===== src/include/lbc_map.svh =====
// lbc_map.svh - offsets, field positions, reset values and counts of the executor
// assumes: included by the lbc package and design files by bare name
// What this block does
// - register AND combines accumulator with register; d=0 to accumulator, d=1 to register
// - register AND changes only zero flag, keeps carry and digit carry, one cycle
// - literal AND combines accumulator with 8-bit literal into accumulator, zero flag, one cycle
// - bit clear forces bit 0..7 of register 0..63 low, flags untouched, one cycle
// - bit set forces bit 0..7 of register 0..63 high, flags untouched, one cycle
// - skip-if-clear with bit zero discards prefetched instruction, runs a no-op, no flags
// - skip-if-clear takes one cycle when bit set, two when skipping
// - call pushes program counter plus one and advances stack pointer, flags untouched
// - call loads address into pc[7:0] and latch bits [1:0] into pc[9:8]
// - a program counter high-byte latch supplies upper target bits for call
`ifndef LBC_MAP_SVH
`define LBC_MAP_SVH

`define LBC_PC_W 10
`define LBC_RADDR_W 6
`define LBC_SP_W 3
`define LBC_STACK_DEPTH 8
`define LBC_FLAG_Z 2
`define LBC_FLAG_DC 1
`define LBC_FLAG_C 0
`define LBC_LATCH_LO 1
`define LBC_ACC_RST 8'h00
`define LBC_FLAGS_RST 3'h0
`define LBC_PC_RST 10'h000
`define LBC_LATCH_RST 8'h00
`define LBC_CALL_CYCLES 2
`define LBC_SKIP_CYCLES 2

`endif


===== src/include/lbc_pkg.sv =====
// lbc_pkg.sv - types shared by the executor and its stack
// assumes: lbc_map.svh is on the include path
`include "lbc_map.svh"
package lbc_pkg;
  typedef enum logic [2:0] {
    LBC_OP_NOP,
    LBC_OP_AND_REG,
    LBC_OP_AND_LIT,
    LBC_OP_BIT_CLR,
    LBC_OP_BIT_SET,
    LBC_OP_TEST_CLR,
    LBC_OP_CALL,
    LBC_OP_LATCH_WR
  } lbc_op_t;

  // one decoded instruction from the fetch stage
  typedef struct packed {
    lbc_op_t op;
    logic [5:0] raddr;
    logic [2:0] bitsel;
    logic dest;
    logic [7:0] imm;
    logic [9:0] pc;
  } lbc_instr_t;

  // register file write request
  typedef struct packed {
    logic we;
    logic [5:0] addr;
    logic [7:0] data;
  } lbc_rf_wr_t;

  // stack push request
  typedef struct packed {
    logic push;
    logic [9:0] addr;
  } lbc_push_t;

  // accumulator load from the rest of the core
  typedef struct packed {
    logic load;
    logic [7:0] data;
  } lbc_acc_ld_t;
endpackage : lbc_pkg


===== src/design/lbc_exec.sv =====
// lbc_exec.sv - executes AND, bit clear/set, skip-if-clear and direct call
// assumes: fetch presents one decoded instruction per cycle with instr_valid;
// register file read data for instr.raddr arrives combinationally on rf_rdata
`timescale 1ns/1ns
`include "lbc_map.svh"
module lbc_exec #(
  parameter int STACK_DEPTH = `LBC_STACK_DEPTH
) (
  // clock and reset
  input wire logic clk,
  input wire logic rst,
  // instruction from fetch
  input wire logic instr_valid,
  input wire lbc_pkg::lbc_instr_t instr,
  // accumulator load from the rest of the core
  input wire lbc_pkg::lbc_acc_ld_t acc_ld,
  // register file read
  input wire logic [7:0] rf_rdata,
  // register file write
  output lbc_pkg::lbc_rf_wr_t rf_wr,
  // core state
  output logic [7:0] acc,
  output logic [2:0] flags,
  output logic [7:0] pc_high_byte_latch,
  // program counter control
  output logic pc_load,
  output logic [`LBC_PC_W-1:0] pc_target,
  output logic flush,
  output logic busy,
  // stack view
  output lbc_pkg::lbc_push_t push_out,
  output logic [$clog2(STACK_DEPTH)-1:0] stack_ptr,
  output logic [`LBC_PC_W-1:0] stack_top
);
  import lbc_pkg::*;

  ////////////////////////////////////////////////////////////////////////////
  // helpers
  function automatic logic [7:0] bit_mask(input logic [2:0] sel);
    bit_mask = 8'h01 << sel;
  endfunction : bit_mask

  function automatic logic [2:0] flags_zero(input logic [2:0] f, input logic [7:0] res);
    flags_zero = f;
    flags_zero[`LBC_FLAG_Z] = (res == 8'h00);
  endfunction : flags_zero

  ////////////////////////////////////////////////////////////////////////////
  // state
  logic [7:0] acc_ff, nxt_acc;
  logic [2:0] flags_ff, nxt_flags;
  logic [7:0] latch_ff, nxt_latch;
  lbc_rf_wr_t rf_wr_ff, nxt_rf_wr;
  lbc_push_t push_ff, nxt_push;
  logic pc_load_ff, nxt_pc_load;
  logic [`LBC_PC_W-1:0] pc_target_ff, nxt_pc_target;
  logic flush_ff, nxt_flush;
  logic busy_ff, nxt_busy;
  logic [7:0] and_res;
  logic [$clog2(STACK_DEPTH)-1:0] sp_w;
  logic [`LBC_PC_W-1:0] top_w;

  assign and_res = acc_ff & ((instr.op == LBC_OP_AND_LIT) ? instr.imm : rf_rdata);

  ////////////////////////////////////////////////////////////////////////////
  // execute one instruction; busy marks the discarded second cycle
  always_comb begin
    nxt_acc = acc_ff;
    nxt_flags = flags_ff;
    nxt_latch = latch_ff;
    nxt_rf_wr = '0;
    nxt_push = '0;
    nxt_pc_load = 1'b0;
    nxt_pc_target = pc_target_ff;
    nxt_flush = 1'b0;
    nxt_busy = 1'b0;
    // other units load the accumulator; an AND result taken this cycle wins
    if (acc_ld.load) begin
      nxt_acc = acc_ld.data;
    end
    if (instr_valid && !busy_ff) begin
      unique case (instr.op)
        LBC_OP_NOP: begin
        end
        LBC_OP_AND_REG: begin
          nxt_flags = flags_zero(flags_ff, and_res);
          if (instr.dest) begin
            nxt_rf_wr = '{we: 1'b1, addr: instr.raddr, data: and_res};
          end else begin
            nxt_acc = and_res;
          end
        end
        LBC_OP_AND_LIT: begin
          nxt_acc = and_res;
          nxt_flags = flags_zero(flags_ff, and_res);
        end
        LBC_OP_BIT_CLR: begin
          nxt_rf_wr = '{we: 1'b1, addr: instr.raddr,
                        data: rf_rdata & ~bit_mask(instr.bitsel)};
        end
        LBC_OP_BIT_SET: begin
          nxt_rf_wr = '{we: 1'b1, addr: instr.raddr,
                        data: rf_rdata | bit_mask(instr.bitsel)};
        end
        LBC_OP_TEST_CLR: begin
          if ((rf_rdata & bit_mask(instr.bitsel)) == 8'h00) begin
            nxt_flush = 1'b1;
            nxt_busy = 1'b1;
          end
        end
        LBC_OP_CALL: begin
          nxt_push = '{push: 1'b1, addr: instr.pc + `LBC_PC_W'(1)};
          nxt_pc_target = {latch_ff[`LBC_LATCH_LO:0], instr.imm};
          nxt_pc_load = 1'b1;
          nxt_flush = 1'b1;
          nxt_busy = 1'b1;
        end
        LBC_OP_LATCH_WR: begin
          nxt_latch = instr.imm;
        end
      endcase
    end
  end

  // register execute results
  always_ff @(posedge clk or posedge rst) begin
    if (rst) begin
      acc_ff <= `LBC_ACC_RST;
      flags_ff <= `LBC_FLAGS_RST;
      latch_ff <= `LBC_LATCH_RST;
      rf_wr_ff <= '0;
      push_ff <= '0;
      pc_load_ff <= 1'b0;
      pc_target_ff <= `LBC_PC_RST;
      flush_ff <= 1'b0;
      busy_ff <= 1'b0;
    end else begin
      acc_ff <= nxt_acc;
      flags_ff <= nxt_flags;
      latch_ff <= nxt_latch;
      rf_wr_ff <= nxt_rf_wr;
      push_ff <= nxt_push;
      pc_load_ff <= nxt_pc_load;
      pc_target_ff <= nxt_pc_target;
      flush_ff <= nxt_flush;
      busy_ff <= nxt_busy;
    end
  end

  ////////////////////////////////////////////////////////////////////////////
  // stack
  lbc_stack #(.DEPTH(STACK_DEPTH)) u_stack (
    .clk(clk),
    .rst(rst),
    .push_in(push_ff),
    .sp(sp_w),
    .top(top_w)
  );

  assign rf_wr = rf_wr_ff;
  assign acc = acc_ff;
  assign flags = flags_ff;
  assign pc_high_byte_latch = latch_ff;
  assign pc_load = pc_load_ff;
  assign pc_target = pc_target_ff;
  assign flush = flush_ff;
  assign busy = busy_ff;
  assign push_out = push_ff;
  assign stack_ptr = sp_w;
  assign stack_top = top_w;

  ////////////////////////////////////////////////////////////////////////////
  // checks
  logic take;
  assign take = instr_valid && !busy_ff;
endmodule : lbc_exec


===== src/design/lbc_stack.sv =====
// lbc_stack.sv - return address stack held in flip-flops
// assumes: one push per cycle at most, overflow wraps the pointer
`timescale 1ns/1ns
`include "lbc_map.svh"
module lbc_stack #(
  parameter int DEPTH = `LBC_STACK_DEPTH
) (
  // clock and reset
  input wire logic clk,
  input wire logic rst,
  // push side
  input wire lbc_pkg::lbc_push_t push_in,
  // state
  output logic [$clog2(DEPTH)-1:0] sp,
  output logic [`LBC_PC_W-1:0] top
);
  import lbc_pkg::*;
  localparam int SPW = $clog2(DEPTH);
  logic [`LBC_PC_W-1:0] mem_ff [DEPTH];
  logic [`LBC_PC_W-1:0] nxt_mem [DEPTH];
  logic [SPW-1:0] sp_ff, nxt_sp;
  logic [`LBC_PC_W-1:0] top_ff, nxt_top;

  // next pointer and contents on a push
  always_comb begin
    nxt_mem = mem_ff;
    nxt_sp = sp_ff;
    nxt_top = top_ff;
    if (push_in.push) begin
      nxt_mem[sp_ff] = push_in.addr;
      nxt_sp = sp_ff + SPW'(1);
      nxt_top = push_in.addr;
    end
  end

  // register the stack
  always_ff @(posedge clk or posedge rst) begin
    if (rst) begin
      for (int i = 0; i < DEPTH; i++) begin
        mem_ff[i] <= '0;
      end
      sp_ff <= '0;
      top_ff <= '0;
    end else begin
      mem_ff <= nxt_mem;
      sp_ff <= nxt_sp;
      top_ff <= nxt_top;
    end
  end

  assign sp = sp_ff;
  assign top = top_ff;
endmodule : lbc_stack


===== config.mk =====
export PLATFORM = sky130hd
export DESIGN_NAME = lbc_exec
export DESIGN_NICKNAME = d
export VERILOG_FILES = /design/src/include/lbc_pkg.sv /design/src/design/lbc_exec.sv /design/src/design/lbc_stack.sv
export VERILOG_INCLUDE_DIRS = /design/src /design/src/include
export SDC_FILE = /design/constraint.sdc
export NUM_CORES = 1
export LEC_CHECK = 0
export ABC_AREA = 1
export BUFFER_PORTS_ARGS = -buffer_cell sky130_fd_sc_hd__buf_2
export CORE_MARGIN = 2
export CORE_UTILIZATION = 49
export DETAILED_ROUTE_END_ITERATION = 10
export PLACE_DENSITY = 0.8
export SYNTH_ARGS = -nofsm -noshare
export SYNTH_HDL_FRONTEND = slang
export SYNTH_SLANG_ARGS = --single-unit
export TNS_END_PERCENT = 100

===== constraint.sdc =====
create_clock -name clk -period 2.3 [get_ports clk]
set_clock_uncertainty 0.15 [all_clocks]
set_input_delay 0.23 -clock clk [delete_from_list [all_inputs] [get_ports clk]]
set_output_delay 0.23 -clock clk [all_outputs]
set_load 0.02 [all_outputs]

==> results_dict.tcl, run 1 <==
set metrics [dict create \
    finalHoldViolations 0 \
    ys_types 32 \
    post_cts_resized 0 \
    irDropWorstVdd_mv 0.454 \
    grt_pass1_wl_um 12600 \
    ys_async_sr_fraction_pct 100 \
    tritoncts "built" \
    grt_util_met1_pct 29.7 \
    fin_area_um2 4040 \
    dieArea_um2 7060 \
    path_clk_slew_ps 70 \
    yosysWarnings 0 \
    vias_per_cell 5.13 \
    start_util_pct 50.0 \
    clock_path_buffers 2 \
    chipHeight_um 84.0 \
    antenna_cells 0 \
    dpl_cell_area_um2 3770 \
    layout-drive-gt1-share_pct 34.8 \
    crit_type "reg -> reg" \
    synth_edf_count 0 \
    worst_slew_pin_slew_ps 536 \
    grt_max_degree 28 \
    slew_headroom_pct 64.2 \
    cp.arrival_ps 1840 \
    synthTopCellsByCount "dfrtp_1, nand2_1, inv_1, nand3_1, nor2_1" \
    routedWlPerCell_um 13.6 \
    grt.overflow.total 0 \
    antenna_left 0 \
    cts_buffers 9 \
    port_buffers 119 \
    core_area_um2 6280 \
    syn-instance-count 350 \
    syn_avg_cell_area_um2 8.96 \
    slew_violations 0 \
    dr.pass1.iters 4 \
    antenna_found_initial 0 \
    timing.final.ws_setup_ps 547 \
    drtIter0Drc 100 \
    ys.flop_type "dfrtp_1" \
    num-nets-final 532 \
    p_leak_nw 2.29 \
    setup_violations 0 \
    ios 122 \
    fin_tns_setup_ps 0 \
    clock_sinks 67 \
    synth_seq_cells 67 \
    max-cap-violations 0 \
    reg2reg_slack_ps 550 \
    finalCritPeriodShare_pct 76.2 \
    yosysTopAreaCell "dfrtp_1" \
    end_kind "flop" \
    syn_area_um2 3140 \
    switchingPower_w 0.000936 \
    synth_area_leaders "dfrtp_1, nand2_1, inv_1, nand3_1, mux2_2" \
    p_seq_share_pct 45.9 \
    status "completed" \
    fp.dieW_um 84.0 \
    grt_pass1_vias 2730 \
    drt_wl_total_um 7590 \
    power_frac_comb_pct 22.1 \
    max_freq_mhz 570 \
    clkPwrFrac_pct 31.9 \
    power.density_nw_per_um2 752 \
    clk_latency_ps 330 \
    min_path_type "in -> reg" \
    startpoint_type "flop" \
    power_w 0.00304 \
    period_minus_slack_ps 1750 \
    use_met2_pct 37.0 \
    num_rows 29 \
    switching_share_pct 30.8 \
    drcViolationCount 0 \
    hpwlAfterDp_um 5840 \
    place_ws_ps 544 \
    crit_required_ps 2390 \
    htree_levels 3 \
    holdWs_ps 37.3 \
    syn_to_final_growth_pct 28.9 \
    p_int_w 0.00211 \
    cp_max_fo 16 \
    grt_util_met3_pct 3.86 \
    synth_top_area_share_pct 53.5 \
    synth.most_common_cell "dfrtp_1" \
    grt.busiest_layer "met2" \
    rsz0062_at_grt "false" \
    vias 2875 \
    grt.total_usage_pct 22.5 \
    cts_root_buf "clkbuf_8" \
    synth_seq_area_share_pct 53.5 \
    gp_congestion 0.864 \
]
[sequential cells by signal, indices dropped and copies added, names as in the netlist]
name,flops
acc,8
busy,1
flags,1
pc_high_byte_latch,8
pc_load,1
pc_target,10
push_out,10
rf_wr,15
u_stack.sp,3
u_stack.top,10
[final timing paths]
path / startpoint / endpoint / cells after the start
setup / recovery: busy$_DFF_PP0_ / pc_high_byte_latch[0]$_DFFE_PP0P_ / 5
hold / removal: instr[12] / pc_target[2]$_DFFE_PP0P_ / 3
setup reg to reg: busy$_DFF_PP0_ / pc_high_byte_latch[0]$_DFFE_PP0P_ / 5
hold reg to reg: pc_target[8]$_DFFE_PP0P_ / pc_target[8]$_DFFE_PP0P_ / 2
max in group asynchronous: rst / u_stack.sp[2]$_DFFE_PP0P_ / 4
min in group asynchronous: rst / u_stack.sp[0]$_DFFE_PP0P_ / 3
[power groups by stage]
stage	clock, W	sequential (W)	combinational, W
after floorplan	0	0.00158	0.000255
after global placement	0	0.00142	0.000651
after detailed placement	0	0.00142	0.000668
after CTS	0.000986	0.00140	0.000680
after global routing	0.00104	0.00141	0.000747
final	0.000971	0.00140	0.000674
[logic make-up after synthesis]
logic type      Yosys count  share of synthesized area (%)
mux                      12                           4.27
simple gates            151                           22.3
other cells               1                          0.120
buf+inv                  58                           8.10
compound gates           56                           10.1
flops                    67                           53.5
fa+ha+maj                 2                          0.798
xor+xnor                  3                          0.838
[layer usage]
metal	vias up	wire, µm
met5	-	0
li1	1411	-
met2	124	3720
met4	0	74
met3	7	504
met1	1333	3290
[layout by cell type (no fill, tap or decap), types with 2 or more instances in the layout]
cell / Yosys / layout
ha_1: 2 / 2
o211ai_1: 6 / 6
nor2_1: 24 / 24
buf_4: 4 / 3
nor3_1: 5 / 5
clkbuf_1: 2 / 2
clkbuf_8: 0 / 11
o21ai_1: 10 / 10
buf_2: 5 / 119
xor2_1: 2 / 2
dfrtp_1: 67 / 67
conb_1: 1 / 2
mux2_2: 11 / 11
nand2_2: 4 / 4
inv_2: 5 / 6
nand4_1: 16 / 16
o22ai_1: 2 / 2
nand3_1: 26 / 26
nand2_1: 66 / 66
or2_2: 6 / 6
a21oi_1: 13 / 13
o21ai_0: 22 / 22
dlygate4sd3_1: 0 / 8
inv_1: 40 / 39
[cell type report]
class                   count  area [µm²]
inverters                  45         169
repair buffers            130         698
clock buffers              13         159
fillers                   545        2230
clock inverters             2        35.0
flip-flops and latches     67        1680
multi-input cells         226        1210
well taps                  77        96.3
[critical path, cell delays in order, from the launching register on]
cell and delay (ps):
dfrtp_1 390, inv_1 70, nand2_2 150, inv_2 140
nand4_1 430, o21ai_0 330
[stage by stage]
| step | cells | util (%) |
|---|---|---|
| after floorplan | 351 | - |
| after global placement | 537 | 60.1 |
| after detailed placement | 537 | 60.1 |
| after CTS | 560 | 64.4 |
| after global routing | 560 | 64.4 |
| final | 560 | 64.4 |
[timing repair]
action	4_1_cts	5_1_grt
setup buffers	0	0
hold buffers	8	0
endpoints found under the hold margin	32	0
No activity file was read; power rests on OpenSTA's default activity.
==> inputs of run 2 (changes only) <==
==> constraint.sdc (replaced) <==
create_clock -name clk -period 1.8 [get_ports clk]
set_clock_uncertainty 0.15 [all_clocks]
set_input_delay 0.18 -clock clk [delete_from_list [all_inputs] [get_ports clk]]
set_output_delay 0.18 -clock clk [all_outputs]
set_load 0.02 [all_outputs]
==> results_dict.tcl, run 2 (synthesized netlist as in run 1, its figures left out) <==
set metrics [dict create \
    status "completed" \
    clk_latency_ps 350 \
    grt_pass1_wl_um 13200 \
    gp_congestion 0.870 \
    crit_buf_inv 1 \
    startpoint_type "flop" \
    num_rows 29 \
    cts_buffers 9 \
    chipHeight_um 84.0 \
    grt.total_usage_pct 23.5 \
    vias_per_cell 5.07 \
    largest_register_ffs 15 \
    layout_commonest_cell "buf_2" \
    irDropWorstVdd_mv 0.604 \
    grt_pass1_vias 2854 \
    max_stage_delay_ps 710 \
    clock_sinks 67 \
    hold_end "pc_high_byte_latch[5]$_DFFE_PP0P_" \
    cp_max_fo 15 \
    power.density_nw_per_um2 948 \
    dieArea_um2 7060 \
    p_int_w 0.00268 \
    p_leak_nw 2.33 \
    layout_common_cells "buf_2, dfrtp_1, nand2_1, inv_1, nand3_1" \
    clock_path_buffers 2 \
    reg2reg_slack_ps 290 \
    min_path_type "in -> reg" \
    cp.arrival_ps 1320 \
    cts_root_buf "clkbuf_8" \
    start_util_pct 50.0 \
    core_area_um2 6280 \
    setup_violations 0 \
    drtIter0Drc 147 \
    routedWlPerCell_um 14.1 \
    layout-drive-gt1-share_pct 34.9 \
    antenna_found_initial 0 \
    instances_no_fill 573 \
    holdPathStages 3 \
    worst_slew_pin_slew_ps 582 \
    ios 122 \
    num-nets-final 544 \
    syn_to_final_growth_pct 33.2 \
    p_seq_share_pct 45.3 \
    finalHoldViolations 0 \
    period_minus_slack_ps 1650 \
    antenna_left 0 \
    cp_top_family "flip-flops" \
    nFillCells 540 \
    max_freq_mhz 605 \
    r2r-start "busy$_DFF_PP0_" \
    grt.overflow.total 0 \
    placed_cells 538 \
    dr.pass1.iters 4 \
    antenna_cells 0 \
    grt_max_degree 40 \
    crit_type "reg -> out" \
    r2r_end "acc[0]$_DFF_PP0_" \
    htree_levels 3 \
    slowest_stage "dfrtp_1" \
    drt_wl_total_um 8110 \
    fin_tns_setup_ps 0 \
    fp.dieW_um 84.0 \
    path_clk_slew_ps 70 \
    port_buffers 119 \
    slew_violations 0 \
    crit_required_ps 1470 \
    post_cts_buffers 0 \
    clkPwrFrac_pct 32.2 \
    max-cap-violations 0 \
    reg2reg_depth 7 \
    min-delay-start "instr[15]" \
    drcViolationCount 0 \
    worst-path-stages 1 \
    rsz0062_at_grt "false" \
    power_frac_comb_pct 22.5 \
    switchingPower_w 0.00128 \
    slew_headroom_pct 61.2 \
    power_w 0.00396 \
    finalCritPeriodShare_pct 91.8 \
    hpwlAfterDp_um 5840 \
    switching_share_pct 32.4 \
    crit_chain "buf_2" \
    end_kind "output port" \
    tritoncts "built" \
    vias 2904 \
]
-- run 2: changes by cell type in the layout (fill, tap and decap cells not counted) --
cell and delta:
inv_2 -1, inv_6 +1, buf_4 +1, clkinvlp_4 +3, clkbuf_8 -1, dlygate4sd3_1 +11
clkinv_2 +1, nor3_2 +1, clkbuf_1 -2, nor3_1 -1
-- run 2: how the worst max path moves through the flow --
stage	slack [ps]	endpoint	start
after CTS	150	push_out[8]$_DFF_PP0_	instr[0]
after detailed placement	310	acc[0]$_DFF_PP0_	instr[30]
final	150	pc_load	pc_load$_DFF_PP0_
after floorplan	230	pc_high_byte_latch[0]$_DFFE_PP0P_	busy$_DFF_PP0_
after global placement	370	rf_wr[10]$_DFF_PP0_	instr[29]
after global routing	50	push_out[9]$_DFF_PP0_	instr[0]
-- run 2: power by group through the flow --
stage	Sequential (W)	Combinational [W]	Clock, W
3_5_place_dp	0.00182	0.000859	0
6_report	0.00179	0.000893	0.00127
4_1_cts	0.00179	0.000895	0.00129
5_1_grt	0.00181	0.000978	0.00136
2_1_floorplan	0.00202	0.000327	0
3_3_place_gp	0.00181	0.000835	0
-- run 2: layout make-up --
cell class,instances,area (µm²),share of cell area (%)
sequential,67,1680,40.1
multi-input combinational,226,1210,29.1
timing repair buffer,142,816,19.5
inverter,45,173,4.13
clock buffer,10,138,3.29
tap,77,96.3,2.31
clock inverter,6,63.8,1.53
-- run 2: metal layers --
metal / track usage [%] / part of all wire (%) / vias up
li1: - / - / 1429
met1: 30.4 / 43 / 1316
met2: 38.7 / 48 / 141
met5: 0 / 0 / -
met4: 8.80 / 2.2 / 0
met3: 5.24 / 7.0 / 18
-- run 2: repair_timing --
item / CTS / global route
hold endpoints to repair: 84 / 0
endpoints found under the setup margin: 0 / 1
hold buffers: 19 / 0
resized for setup: 0 / 1
-- run 2: through the flow --
step / worst slack, ps / instance area, µm² / utilization [%] / hold WS (ps)
after CTS: 149 / 4170 / 66.5 / 5.36
after global placement: 372 / 3780 / 60.2 / 136
final: 147 / 4180 / 66.6 / 2.57
after floorplan: 225 / 3140 / - / 96.4
after detailed placement: 312 / 3780 / 60.2 / 150
after global routing: 45.3 / 4180 / 66.6 / 16.1
==> inputs of run 3 (changes only) <==
--- a/config.mk
+++ b/config.mk
@@ -7,11 +7,13 @@
 export NUM_CORES = 1
 export LEC_CHECK = 0
 export ABC_AREA = 1
-export BUFFER_PORTS_ARGS = -buffer_cell sky130_fd_sc_hd__buf_2
+export CELL_PAD_IN_SITES_DETAIL_PLACEMENT = 1
+export CELL_PAD_IN_SITES_GLOBAL_PLACEMENT = 1
 export CORE_MARGIN = 2
-export CORE_UTILIZATION = 49
+export CORE_UTILIZATION = 45
 export DETAILED_ROUTE_END_ITERATION = 10
-export PLACE_DENSITY = 0.8
+export DONT_BUFFER_PORTS = 1
+export PLACE_DENSITY = 0.78
 export SYNTH_ARGS = -nofsm -noshare
 export SYNTH_HDL_FRONTEND = slang
 export SYNTH_SLANG_ARGS = --single-unit
==> results_dict.tcl, run 3 (synthesized netlist as in run 1, its figures left out) <==
set metrics [dict create \
    status "completed" \
    antenna_left 0 \
    power_w 0.00371 \
    crit_end "pc_load" \
    cp_max_fo 15 \
    path_clk_slew_ps 80 \
    dr.pass1.iters 4 \
    holdWs_ps 24.6 \
    syn_to_final_growth_pct 22.8 \
    max_freq_mhz 609 \
    grt.total_usage_pct 24.7 \
    cp_top_family "flip-flops" \
    fin_tns_setup_ps 0 \
    slowest_stage "dfrtp_1" \
    grt_pass1_wl_um 14400 \
    use_met2_pct 42.3 \
    chipHeight_um 87.5 \
    grt.busiest_layer "met2" \
    crit_type "reg -> out" \
    drcViolationCount 0 \
    crit_required_ps 1470 \
    antenna_found_initial 0 \
    worst_slew_pin_slew_ps 590 \
    largest_register_ffs 15 \
    rsz0062_at_grt "false" \
    max_stage_delay_ps 720 \
    port_buffers 0 \
    placed_cells 425 \
    layout_common_cells "dfrtp_1, nand2_1, dlygate4sd3_1, inv_1, nand3_1" \
    r2r_end "push_out[6]$_DFF_PP0_" \
    clock_sinks 67 \
    min_path_type "in -> reg" \
    reg2reg_slack_ps 190 \
    grt_max_degree 38 \
    dpl_cell_area_um2 3220 \
    period_minus_slack_ps 1640 \
    reg2reg_depth 6 \
    vias 2621 \
    dieArea_um2 7650 \
    end_kind "output port" \
    crit_chain "buf_4" \
    layout-drive-gt1-share_pct 13.8 \
    grt.overflow.total 0 \
    tritoncts "built" \
    num-nets-final 453 \
    post_cts_buffers 0 \
    cts_buffers 9 \
    min-delay-start "rf_rdata[1]" \
    startpoint_type "flop" \
    fin_area_um2 3850 \
    max-cap-violations 0 \
    r2r-start "busy$_DFF_PP0_" \
    grt_pass1_vias 2904 \
    hold_buffers 44 \
    crit_buf_inv 1 \
    drtIter0Drc 91 \
    routedWlPerCell_um 18.4 \
    worst-path-stages 1 \
    htree_levels 3 \
    irDropWorstVdd_mv 0.568 \
    cp.arrival_ps 1310 \
    finalHoldViolations 0 \
    setup.worst_path.start "pc_load$_DFF_PP0_" \
    slew_violations 0 \
    grt_util_met3_pct 7.49 \
    cts_root_buf "clkbuf_8" \
    layout_commonest_cell "dfrtp_1" \
    start_util_pct 46.4 \
    clock_path_buffers 2 \
    post_cts_resized 0 \
    clk_latency_ps 340 \
    p_leak_nw 1.90 \
    ios 122 \
    instances_no_fill 485 \
    slew_headroom_pct 60.7 \
    gp_congestion 0.834 \
    drt_wl_total_um 8910 \
    vias_per_cell 5.40 \
    num_rows 30 \
    power.density_nw_per_um2 962 \
    antenna_cells 0 \
    finalCritPeriodShare_pct 91.3 \
    core_area_um2 6760 \
    hpwlAfterDp_um 6090 \
    fp.dieW_um 87.5 \
    setup_violations 0 \
    grt_util_met1_pct 29.1 \
]
==> run 3: cell types whose count changed in the layout (fill, tap and decap cells not counted) <==
cell,change
clkinv_2,-1
buf_4,+2
nor3_1,+1
dlygate4sd3_1,+25
buf_12,+1
buf_2,-119
nor3_2,-1
clkbuf_8,+1
clkinvlp_4,+1
bufinv_16,-1
==> run 3: layout make-up <==
| type | count | area, µm² |
|---|---|---|
| Clock buffer | 11 | 151 |
| Clock inverter | 5 | 36.3 |
| Fill cell | 758 | 2900 |
| Inverter | 45 | 173 |
| Multi-Input combinational cell | 226 | 1210 |
| Sequential cell | 67 | 1680 |
| Tap cell | 80 | 100 |
| Timing Repair Buffer | 51 | 505 |
==> run 3: worst min-delay path, delay by kind of cell <==
kind | cells | cell delay, ps
AND/OR/NAND/NOR | 2 | 130
AO/OA/AOI/OAI | 1 | 70
buffers and inverters | 1 | 80
==> run 3: report_power, final <==
group	switching [W]	leakage, nW	internal [W]	total, W
registers	0.000363	0.881	0.00167	0.00204
clock network	0.000599	0.0880	0.000577	0.00118
logic	0.000278	0.930	0.000216	0.000494
==> run 3: stage by stage <==
stage	util, %	worst slack [ps]
finish	57.0	157
global route	57.0	34.0
CTS	57.0	142
detailed placement	47.7	194
global placement	47.7	295
floorplan	-	225
==> run 3: layer usage <==
layer / wire, µm / share of wire (%) / vias up
li1: - / - / 1243
met1: 3640 / 41 / 1259
met2: 4470 / 50 / 104
met3: 599 / 6.7 / 15
met4: 209 / 2.3 / 0
met5: 0 / 0 / -
==> run 3: worst min path at each step <==
stage	to	slack (ps)	cells past startpoint
floorplan	push_out[0]$_DFF_PP0_	100	1
detailed placement	pc_high_byte_latch[7]$_DFFE_PP0P_	-90	1
CTS	rf_wr[6]$_DFF_PP0_	3	4
finish	rf_wr[1]$_DFF_PP0_	20	4
global placement	pc_high_byte_latch[7]$_DFFE_PP0P_	-100	1
global route	rf_wr[7]$_DFF_PP0_	30	4
